File: src/pkg/ingress_pkg.sv
// Purpose: Shared constants for the segmented transmit user ingress.
// Assumes: One 20 MHz clock for both ends.
// Notes: Widths that may differ per build are module parameters.
package ingress_pkg;
  // ****************************************
  // Bus geometry defaults
  // ****************************************
  localparam int WORD_W = 64;
  localparam int WORDS_DEF = 8;
  localparam int SEGS_DEF = 4;
  localparam int PAGES_DEF = 1;
  localparam int PAGE_W = 16;
  localparam int NUMV_W = 5;
  localparam int EOP_W = 4;
  localparam int CHUNKS = 2;
  // ****************************************
  // Flow control and buffering
  // ****************************************
  localparam int FIFO_DEPTH_DEF = 8;
  localparam int SKID_SLOTS = 4;
  // ****************************************
  // Packet end codes
  // ****************************************
  localparam logic [3:0] EOP_NONE = 4'h0;
  localparam logic [3:0] EOP_ERR = 4'h1;
  localparam int EOP_END_BIT = 3;
  localparam logic [4:0] NUMV_ZERO = 5'h00;
endpackage

File: src/pkg/seg_tx_if.sv
// Purpose: Link between the user packet source and the ingress.
// Assumes: Both ends share CLK_I; no tristate pins.
// Notes: The testbench supplies clk and rst.
`timescale 1ns/10ps
interface seg_tx_if #(
  parameter int WORDS = ingress_pkg::WORDS_DEF,
  parameter int SEGS = ingress_pkg::SEGS_DEF,
  parameter int PAGES = ingress_pkg::PAGES_DEF
) (
  input wire logic clk,
  input wire logic rst
);
  logic [WORDS*ingress_pkg::WORD_W-1:0] din_words;
  logic [SEGS-1:0] sop;
  logic [ingress_pkg::CHUNKS*ingress_pkg::EOP_W-1:0] eopbits;
  logic [ingress_pkg::NUMV_W-1:0] num_valid;
  logic [PAGES*ingress_pkg::PAGE_W-1:0] calendar;
  logic ready;

  modport dev (
    input clk, rst, din_words, sop, eopbits, num_valid, calendar,
    output ready
  );
  modport src (
    input clk, rst, ready,
    output din_words, sop, eopbits, num_valid, calendar
  );
endinterface

File: src/ingress_dev.sv
// Purpose: Device end: takes symbols, buffers them, feeds the link side.
// Assumes: Inputs synchronous to CLK_I; SYS_RST_I async, active high.
// Notes: Ready drops while a skid reserve of slots is still free.
//
// Operation
// - Start flags 1/2/4 bits, segment 3 at top
// - User flags a packet start per symbol
// - Top start bit marks first chunk start
// - At most one low start bit set
// - Word bus carries one symbol of 64-bit words
// - Bus width is words times sixty-four
// - First word sits in uppermost slice
// - Calendar input is N pages of 16
// - Calendar pages copied into control words
// - Page count is 1, 2, 4, 8 or 16
// - Calendar sampled apart from data handshake
// - Ready high means user may send
// - User stops within four cycles of ready low
// - Nonzero count only after ready high
// - End code: none, error, or byte count
// - Final word valid bytes start at top
`timescale 1ns/10ps
module sym_fifo #(
  parameter int W = 8,
  parameter int DEPTH = ingress_pkg::FIFO_DEPTH_DEF
) (
  input wire logic clk_i,                  // Clock
  input wire logic rst_i,                  // Async reset, high
  input wire logic in_valid_i,             // Write request
  output logic in_ready_o,                 // Room for a word
  input wire logic [W-1:0] in_data_i,      // Write data
  output logic out_valid_o,                // Word available
  input wire logic out_ready_i,            // Drain request
  output logic [W-1:0] out_data_o,         // Head word
  output logic [$clog2(DEPTH):0] count_o   // Words held
);
  localparam int AW = $clog2(DEPTH);
  logic [W-1:0] mem [DEPTH];
  logic [AW-1:0] wr_q, wr_d, rd_q, rd_d;
  logic [AW:0] cnt_q, cnt_d;
  logic push, pop;

  assign in_ready_o = (cnt_q != (AW+1)'(DEPTH));
  assign out_valid_o = (cnt_q != '0);
  assign out_data_o = mem[rd_q];
  assign count_o = cnt_q;
  assign push = in_valid_i && in_ready_o;
  assign pop = out_valid_o && out_ready_i;

  always_comb begin
    wr_d = wr_q;
    rd_d = rd_q;
    cnt_d = cnt_q;
    if (push) begin
      wr_d = (wr_q == AW'(DEPTH-1)) ? '0 : wr_q + 1'b1;
    end
    if (pop) begin
      rd_d = (rd_q == AW'(DEPTH-1)) ? '0 : rd_q + 1'b1;
    end
    if (push && !pop) begin
      cnt_d = cnt_q + 1'b1;
    end else if (pop && !push) begin
      cnt_d = cnt_q - 1'b1;
    end
  end

  always_ff @(posedge clk_i or posedge rst_i) begin
    if (rst_i) begin
      wr_q <= '0;
      rd_q <= '0;
      cnt_q <= '0;
    end else begin
      wr_q <= wr_d;
      rd_q <= rd_d;
      cnt_q <= cnt_d;
    end
  end

  // Storage carries no reset; only the pointers and count define what is valid
  always_ff @(posedge clk_i) begin
    if (push) begin
      mem[wr_q] <= in_data_i;
    end
  end
endmodule

module ingress_dev #(
  parameter int WORDS = ingress_pkg::WORDS_DEF,
  parameter int SEGS = ingress_pkg::SEGS_DEF,
  parameter int PAGES = ingress_pkg::PAGES_DEF,
  parameter int DEPTH = ingress_pkg::FIFO_DEPTH_DEF
) (
  input wire logic CLK_I,                                 // 20 MHz clock
  input wire logic SYS_RST_I,                             // Async reset
  seg_tx_if.dev LINK,                                     // User side link
  output logic LNK_VALID_O,                               // Symbol ready
  input wire logic LNK_READY_I,                           // Link drains
  output logic [WORDS*ingress_pkg::WORD_W-1:0] LNK_WORDS_O, // Symbol
  output logic [SEGS-1:0] LNK_SOP_O,                      // Start flags
  output logic [ingress_pkg::CHUNKS*ingress_pkg::EOP_W-1:0] LNK_EOP_O,
  output logic [ingress_pkg::NUMV_W-1:0] LNK_NUMV_O,      // Word count
  input wire logic CW_REQ_I,                              // Control word
  output logic [ingress_pkg::PAGE_W-1:0] CW_FC_O,         // Page bits
  output logic CW_LAST_O,                                 // Last page
  output logic PROTO_ERR_O                                // Bad flags
);
  // ****************************************
  // Symbol intake and buffering
  // ****************************************
  localparam int DW = WORDS*ingress_pkg::WORD_W;
  localparam int EW = ingress_pkg::CHUNKS*ingress_pkg::EOP_W;
  localparam int NW = ingress_pkg::NUMV_W;
  localparam int FW = DW + SEGS + EW + NW;
  localparam int CW = PAGES*ingress_pkg::PAGE_W;
  localparam int PW = (PAGES > 1) ? $clog2(PAGES) : 1;

  logic take;
  logic fifo_in_ready;
  logic [FW-1:0] fifo_out;
  logic [$clog2(DEPTH):0] fifo_cnt;
  logic ready_q, ready_d;

  // Words stay in bus order, first word uppermost
  assign take = (LINK.num_valid != ingress_pkg::NUMV_ZERO)
    && ready_q && fifo_in_ready;
  assign LINK.ready = ready_q;

  sym_fifo #(.W(FW), .DEPTH(DEPTH)) u_fifo (
    .clk_i(CLK_I),
    .rst_i(SYS_RST_I),
    .in_valid_i(take),
    .in_ready_o(fifo_in_ready),
    .in_data_i({LINK.din_words, LINK.sop, LINK.eopbits, LINK.num_valid}),
    .out_valid_o(LNK_VALID_O),
    .out_ready_i(LNK_READY_I),
    .out_data_o(fifo_out),
    .count_o(fifo_cnt)
  );

  assign {LNK_WORDS_O, LNK_SOP_O, LNK_EOP_O, LNK_NUMV_O} = fifo_out;

  // Ready falls once fewer than four slots are free, and nothing is taken
  // while it is low, so the buffer never overflows
  always_comb begin
    ready_d = (int'(fifo_cnt) + (take ? 1 : 0)
      + ingress_pkg::SKID_SLOTS) <= DEPTH;
  end

  // ****************************************
  // Flag checks
  // ****************************************
  function automatic logic eop_bad(input logic [3:0] e);
    eop_bad = !e[ingress_pkg::EOP_END_BIT]
      && (e != ingress_pkg::EOP_NONE) && (e != ingress_pkg::EOP_ERR);
  endfunction

  logic err_q, err_d;
  logic [SEGS-1:0] low_sop;

  always_comb begin
    low_sop = LINK.sop;
    if (SEGS > 1) begin
      low_sop[SEGS-1] = 1'b0;
    end
    err_d = 1'b0;
    if (take) begin
      err_d = ($countones(low_sop) > 1)
        || eop_bad(LINK.eopbits[EW-1 -: 4])
        || eop_bad(LINK.eopbits[3:0]);
    end
  end
  assign PROTO_ERR_O = err_q;

  // ****************************************
  // Calendar to control words
  // ****************************************
  logic [CW-1:0] cal_q, cal_d;
  logic [PW-1:0] page_q, page_d;
  logic [ingress_pkg::PAGE_W-1:0] fc_q, fc_d;
  logic last_q, last_d;

  always_comb begin
    cal_d = LINK.calendar;
    page_d = page_q;
    fc_d = fc_q;
    last_d = last_q;
    if (CW_REQ_I) begin
      fc_d = cal_q[(PAGES-1-int'(page_q))*ingress_pkg::PAGE_W +:
        ingress_pkg::PAGE_W];
      last_d = (int'(page_q) == PAGES-1);
      page_d = (int'(page_q) == PAGES-1) ? '0 : page_q + 1'b1;
    end
  end
  assign CW_FC_O = fc_q;
  assign CW_LAST_O = last_q;

  always_ff @(posedge CLK_I or posedge SYS_RST_I) begin
    if (SYS_RST_I) begin
      ready_q <= 1'b0;
      err_q <= 1'b0;
      cal_q <= '0;
      page_q <= '0;
      fc_q <= '0;
      last_q <= 1'b0;
    end else begin
      ready_q <= ready_d;
      err_q <= err_d;
      cal_q <= cal_d;
      page_q <= page_d;
      fc_q <= fc_d;
      last_q <= last_d;
    end
  end
endmodule

File: src/flat_wrapper.sv
// flat-port wrapper written by rule: the top's interface ports become plain ports
module ingress_dev_flat 
#(
  parameter int WORDS = ingress_pkg::WORDS_DEF,
  parameter int SEGS = ingress_pkg::SEGS_DEF,
  parameter int PAGES = ingress_pkg::PAGES_DEF,
  parameter int DEPTH = ingress_pkg::FIFO_DEPTH_DEF
)
  (CLK_I, SYS_RST_I, LNK_VALID_O, LNK_READY_I, LNK_WORDS_O, LNK_SOP_O, LNK_EOP_O, LNK_NUMV_O, CW_REQ_I, CW_FC_O, CW_LAST_O, PROTO_ERR_O, clk, rst, LINK_din_words, LINK_sop, LINK_eopbits, LINK_num_valid, LINK_calendar, LINK_ready);
  seg_tx_if #(.WORDS(WORDS), .SEGS(SEGS), .PAGES(PAGES)) LINK_i (.clk(clk), .rst(rst));
  input wire logic CLK_I;
  input wire logic SYS_RST_I;
  output logic LNK_VALID_O;
  input wire logic LNK_READY_I;
  output logic [WORDS*ingress_pkg::WORD_W-1:0] LNK_WORDS_O;
  output logic [SEGS-1:0] LNK_SOP_O;
  output logic [ingress_pkg::CHUNKS*ingress_pkg::EOP_W-1:0] LNK_EOP_O;
  output logic [ingress_pkg::NUMV_W-1:0] LNK_NUMV_O;
  input wire logic CW_REQ_I;
  output logic [ingress_pkg::PAGE_W-1:0] CW_FC_O;
  output logic CW_LAST_O;
  output logic PROTO_ERR_O;
  input wire logic clk;
  input wire logic rst;
  input wire logic [$bits(LINK_i.din_words)-1:0] LINK_din_words;
  input wire logic [$bits(LINK_i.sop)-1:0] LINK_sop;
  input wire logic [$bits(LINK_i.eopbits)-1:0] LINK_eopbits;
  input wire logic [$bits(LINK_i.num_valid)-1:0] LINK_num_valid;
  input wire logic [$bits(LINK_i.calendar)-1:0] LINK_calendar;
  output wire logic [$bits(LINK_i.ready)-1:0] LINK_ready;
  assign LINK_i.din_words = LINK_din_words;
  assign LINK_i.sop = LINK_sop;
  assign LINK_i.eopbits = LINK_eopbits;
  assign LINK_i.num_valid = LINK_num_valid;
  assign LINK_i.calendar = LINK_calendar;
  assign LINK_ready = LINK_i.ready;
  ingress_dev #(.WORDS(WORDS), .SEGS(SEGS), .PAGES(PAGES), .DEPTH(DEPTH)) u_core (.CLK_I(CLK_I), .SYS_RST_I(SYS_RST_I), .LINK(LINK_i), .LNK_VALID_O(LNK_VALID_O), .LNK_READY_I(LNK_READY_I), .LNK_WORDS_O(LNK_WORDS_O), .LNK_SOP_O(LNK_SOP_O), .LNK_EOP_O(LNK_EOP_O), .LNK_NUMV_O(LNK_NUMV_O), .CW_REQ_I(CW_REQ_I), .CW_FC_O(CW_FC_O), .CW_LAST_O(CW_LAST_O), .PROTO_ERR_O(PROTO_ERR_O));
endmodule
File: config.mk
export PLATFORM = sky130hd
export DESIGN_NAME = ingress_dev_flat
export DESIGN_NICKNAME = d
export VERILOG_FILES = /design/src/pkg/ingress_pkg.sv /design/src/pkg/seg_tx_if.sv /design/src/ingress_dev.sv /design/src/flat_wrapper.sv
export SDC_FILE = /design/constraint.sdc
export NUM_CORES = 2
export LEC_CHECK = 0
export BUFFER_PORTS_ARGS = -buffer_cell sky130_fd_sc_hd__buf_2
export CORE_AREA = 2 2 543 545
export CTS_BUF_LIST = sky130_fd_sc_hd__clkbuf_8
export CTS_CLUSTER_DIAMETER = 30
export DETAILED_ROUTE_END_ITERATION = 12
export DIE_AREA = 0 0 545 547
export MAX_ROUTING_LAYER = met4
export PLACE_DENSITY_LB_ADDON = 0.12
export SYNTH_ARGS = -nofsm -noshare
export SYNTH_HDL_FRONTEND = slang
export SYNTH_MEMORY_MAX_BITS = 65536
export SYNTH_SLANG_ARGS = --single-unit
File: constraint.sdc
create_clock -name CLK_I -period 53.7 [get_ports CLK_I]
set_clock_uncertainty 0.15 [all_clocks]
set_input_delay 13.425 -clock CLK_I [delete_from_list [all_inputs] [get_ports CLK_I]]
set_output_delay 13.425 -clock CLK_I [all_outputs]
set_load 0.02 [all_outputs]
### Word-level counts from Yosys, hierarchy flattened

Memories as Yosys holds them, arrays and structs flattened.
Index checks and enable logic that the tools add are counted.

| storage, ports and cells | value |
|---|---|
| memories kept | 1 |
| bits in registers | 46 |
| RAM bits | 4232 |
| output and inout port bits | 549 |

| cells by class | value |
|---|---|
| $add $sub $neg | 10 |
| shift operators | 1 |
| mux-type cells | 9 |
| order comparisons | 2 |
| bitwise logic cells | 1 |
| reductions and logical operators | 21 |
| equality and inequality tests | 5 |

Memories:

| memory | words | bits a word | rd ports | clocked after memory_dff | wr ports | line | source |
|---|---|---|---|---|---|---|---|
| u_core.u_fifo.mem | 8 | 529 | 1 | 0 | 1 | ingress_dev.sv:38 | `logic [W-1:0] mem [DEPTH];` |

Operators with widths:

| kind | count |
|---|---|
| $add 32x1->32 | 1 |
| $add 32x4->32 const B | 1 |
| $add 5x32->32 | 1 |
| $gt 32x2->1 const B | 1 |
| $le 32x5->1 const B | 1 |
| $shiftx 16x32->16 | 1 |
| $reduce_bool 4->1 | 3 |
| $logic_and 1x1->1 | 10 |
| $mux 4 | 2 |
| $ne 4x1->1 const B | 2 |
| $add 3x1->3 const B | 2 |
| $eq 3x3->1 const B | 2 |
| $mux 3 | 2 |
| $mux 1 | 5 |
| $reduce_bool 5->1 | 1 |
| $add 4x1->4 const B | 1 |
| $logic_not 1->1 | 4 |
| $ne 4x4->1 const B | 1 |
| $sub 4x1->4 const B | 1 |
| $add 1x1->2 | 1 |
| $logic_or 1x1->1 | 2 |
| $reduce_bool 2->1 | 1 |
| $sub 1x1->2 const A | 1 |
| $add 1x1->1 const B | 1 |
| $not 1->1 | 1 |

### Longest topological paths before layout

| logic depth | value |
|---|---|
| depth in word-level cells | 8 |
| gate-level depth with buffers | 9 |
| depth with buffers taken out | 9 |

### Hierarchy

Synthesis repeated with hierarchy kept, for this count alone.

| unflattened totals | value |
|---|---|
| cells, all modules | 6250 |
| area total of the unflattened synthesis | 160293.7 um^2 |

Modules (own cells, without submodules):

| module | area each (um^2) | cells an instance | times used | seq. area each (um^2) |
|---|---|---|---|---|
| sym_fifo | 159098.8 | 6178 | 1 | 127332.1 |
| ingress_dev | 1194.9 | 72 | 1 | 875.8 |

### Worst setup path after synthesis

No wires, ideal clock.

| timing | value |
|---|---|
| kind | input port to flip-flop |
| start | input port LINK_num_valid[3] |
| end | memory u_core.u_fifo.mem[0][0] (netlist name), enable pin |
| buffers on the path | 0 |
| cell stages on the path | 3 |
| arrival time | 63379 ps |
| library setup time | 2718 ps |
| setup slack | -12547 ps |
| data required time | 50832 ps |
| cell sequence | or4_1 o211ai_2 nor4_1 |

| on the way | value |
|---|---|
| longest elaborated chain between the ends | 6 |

RTL lines:

| what | line | source |
|---|---|---|
| start, declared | flat_wrapper.sv:28 | `input wire logic [$bits(LINK_i.num_valid)-1:0] LINK_num_valid;` |
| $reduce_bool 5->1 | ingress_dev.sv:124 | `assign take = (LINK.num_valid != ingress_pkg::NUMV_ZERO)` |
| $logic_and 1x1->1 (2 in series) | ingress_dev.sv:125 | `&& ready_q && fifo_in_ready;` |
| $logic_and 1x1->1 | ingress_dev.sv:47 | `assign push = in_valid_i && in_ready_o;` |
| $mux 1 | ingress_dev.sv:81 | `if (push) begin` |
| $mux 1 (implied by the code) | ingress_dev.sv:82 | `mem[wr_q] <= in_data_i;` |
| end, declared | ingress_dev.sv:38 |  |

Every way passes these cells.

### Final worst setup path

| timing | value |
|---|---|
| start | register u_core.u_fifo.rd_q[0] |
| end | output port LNK_WORDS_O[372] (netlist name) |

| on the way | value |
|---|---|
| longest elaborated chain between the ends | 1 |

RTL lines:

| what | line | source |
|---|---|---|
| start, declared | ingress_dev.sv:39 | `logic [AW-1:0] wr_q, wr_d, rd_q, rd_d;` |
| start signal, assigned | ingress_dev.sv:74 | `rd_q <= rd_d;` |
| $mem_v2 8x529 | n/a |  |
| end, declared | flat_wrapper.sv:15 | `output logic [WORDS*ingress_pkg::WORD_W-1:0] LNK_WORDS_O;` |

Every way passes these cells.

==> results.md <==
* Hold bufs inserted after CTS at 0
* Final Hold Vio Count at 0
* Number of global-route vias before repair at 76,500
* Status: completed
* Pre-CTS setup slack at 34.20 ns
* Num Clock Sinks at 4,277
* Synth warnings at 0
* Post-DR wirelength/cell at 28.3 um
* Layout Nets at 8,474
* Pre-Repair DR Iteration Count at 6
* Min-Delay Path Class: reg2reg
* Vias per cell at 5.75
* Core Area at 293,000 um^2
* Post-Syn Instances at 6,248
* Post-CTS Setup Bufs at 0
* Tot Pwr at 11.0 mW
* Die H at 547 um
* Startpoint Class: flop
* Tmin final at 20.46 ns
* Initial DRC Count at 6,019
* Pwr Density at 58.6 nW/um^2
* Post-synthesis sequential area ratio at 80.0%
* WS Path Type: reg2out
* Synthesized area at 160,000 um^2
* Register bit count reported by yosys at 4,277
* CTS tree: done
* Post-route DRC violation count at 0
* VDD IR-drop max at 0.0000416 V
* Critical Path AT at 6.88 ns
* Crit. End Element: output pin
* Gr ovfl total at 0
* Proportion of layout cells with a drive suffix above 1 at 45.6%
* Initial core utilization at 54.8%
* DR vias at 72,500
* Static Leakage at 61.8 nW
* I/O pin cnt at 1,100
* Worst-Margin Slew at 1.21 ns
* Reg2Reg Depth at 7
* RSZ-0062 raised after global routing: false
* CP Data Required Time at 40.13 ns
* Setup tns final at 0 ns
* Max Slew Vio Count at 0
* Worst setup startpoint: u_core.u_fifo.rd_q[0]
* Die Span X at 545 um
* Gr usage total at 24.5%
* Buffers on Ports at 1,097
* Reg2reg end: u_core.u_fifo.mem[5][183]
* Worst-Skew Late Latency at 1.21 ns
* CTS max path bufs at 4
* Slew HR at 19.3%
* Syn nets at 6,810
* Final setup fails at 0
* MaxCap Viol Count at 0
* Largest net degree at the start of global routing at 132
* GPL Wtd Cong at 0.768
* Worst-path clk slew at 0.06 ns
* Fin util at 63.9%
* Worst Slack Setup Final at 33.24 ns
* Peak Freq at 0.0489 GHz
* CTS Root Cell: clkbuf_8
* R2r setup slk at 48.84 ns
* H-tree depth at 6
* DP HPWL at 196,000 um
* Std cell rows at 199
* Final Cycle Share at 38.1%
* Fillers at 19,600
* First-pass GRT wire length at 514,000 um
* Critical Path End: LNK_WORDS_O[372]
* RR Startpoint: u_core.u_fifo.count_o[0]
* Final antenna-violating net count at 0
* Netlist cell types at 37
* Crit-path max FO at 49
* P&R area growth vs syn at 16.6%
* Final wirelength at 357,000 um
* Min Hold Slack at 0.316 ns
* Die ar. at 298,000 um^2
* Post_cts resized at 0
* Syn avg cell area at 25.7 um^2
* Initial antenna violation count at 222
* TritonCTS Buffers at 758
cell families (layout without fill, tap and decap cells):
kind of cell,Yosys count,after routing,share of synthesized area (%)
adder cells (fa/ha/maj),11,11,0.0906
XOR/XNOR,2,2,0.0109
flip-flops,4277,4277,80.0
AO/OA/AOI/OAI,12,12,0.0539
multiplexers,1611,1611,18.8
other,0,132,0
buffers and inverters,305,2614,0.989
AND/OR/NAND/NOR,30,30,0.112
cells in the mapped netlist:
library cell,n,area [um^2]
o221ai_1,1,8.76
nor4_1,4,25.0
mux2_1,3,33.8
ha_1,10,125
or3_1,3,18.8
and4_1,2,17.5
xnor2_1,2,17.5
nor3_1,2,10.0
inv_2,1,3.75
mux2i_1,1,10.0
fa_1,1,20.0
dfrtp_1,45,1130
nand3_1,1,5.00
buf_1,40,150
a21oi_1,4,20.0
nor2_1,5,18.8
and4b_1,1,10.0
nand2_1,4,15.0
mux4_2,1058,23800
buf_2,82,410
nand3b_1,2,15.0
or4b_1,1,10.0
o211ai_2,1,12.5
buf_6,45,507
nor2b_1,1,6.26
a31oi_1,1,6.26
edfxtp_1,4232,127000
o21ai_0,1,5.00
inv_1,6,22.5
a211o_1,1,8.76
clkbuf_1,131,492
a21o_1,1,7.51
o22a_1,1,8.76
o32ai_1,1,8.76
or2_2,1,6.26
or4_1,3,22.5
mux2_2,549,6180
sequential cells by signal, indices dropped and copies added (netlist names):
name	flops
u_core.cal_q	16
u_core.LINK.ready	1
u_core.CW_FC_O	16
u_core.u_fifo.rd_q	3
u_core.u_fifo.count_o	4
u_core.CW_LAST_O	1
u_core.u_fifo.wr_q	3
u_core.PROTO_ERR_O	1
u_core.u_fifo.mem	4232
worst min path at each step:
| stage | start | end | slack (ns) | cells after the start |
|---|---|---|---|---|
| 2_1_floorplan | u_core.cal_q[10] | u_core.CW_FC_O[10] | 0.30 | 1 |
| 3_3_place_gp | u_core.CW_LAST_O | u_core.CW_LAST_O | 0.30 | 1 |
| 3_5_place_dp | u_core.CW_LAST_O | u_core.CW_LAST_O | 0.30 | 1 |
| 4_1_cts | u_core.CW_LAST_O | u_core.CW_LAST_O | 0.33 | 1 |
| 5_1_grt | u_core.cal_q[12] | u_core.CW_FC_O[12] | 0.34 | 1 |
| 6_report | u_core.CW_LAST_O | u_core.CW_LAST_O | 0.32 | 1 |
where the power goes:
| group | switching [mW] | internal, mW |
|---|---|---|
| Clock | 1.38 | 1.78 |
| Sequential | 0.120 | 4.21 |
| Combinational | 2.05 | 1.41 |
through the flow:
stage	cell area, um^2	instances
global placement	170000	11100
CTS	187000	12500
finish	187000	12600
detailed placement	170000	11100
global route	187000	12600
floorplan	160000	6248
cell usage in the layout, fill, tap and decap left out, types with 10 or more instances in the layout:
master      netlist  routed
edfxtp_1       4232    4232
buf_2            82    1097
mux4_2         1058    1058
clkbuf_8          0     770
mux2_2          549     549
inv_1             6     192
clkinv_1          0     144
diode_2           0     132
clkinv_2          0     120
bufinv_16         0      83
buf_4             0      78
dfrtp_1          45      42
clkinvlp_4        0      29
buf_12            0      27
inv_12            0      16
inv_16            0      15
clkinv_4          0      15
ha_1             10      10
clkinv_16         0      10
per-layer routing:
| metal | GRT usage (%) | share of wire [%] |
|---|---|---|
| met1 | 31.2 | 39 |
| met2 | 36.8 | 48 |
| met3 | 8.46 | 9.6 |
| met4 | 8.90 | 3.5 |
| met5 | - | 0 |
cell type report:
cell class              count  area (um^2)  share of cell area [%]
diodes                    132          330                   0.177
clock inverters           635         5730                    3.06
flip-flops and latches   4277       128000                    68.6
repair buffers           1202         6620                    3.54
clock buffers             770        10600                    5.67
multi-input cells        1666        30500                    16.3
well taps                3919         4900                    2.62
inverters                   7         26.3                  0.0141
worst max-delay path, cell delays in order (launching register included):
cell,delay (ns)
dfrtp_4,0.99
buf_4,0.84
buf_4,0.79
buf_4,0.89
buf_4,0.86
mux4_2,0.60
mux2_2,0.30
buf_2,0.17
Power figures use the tool's default switching activity.
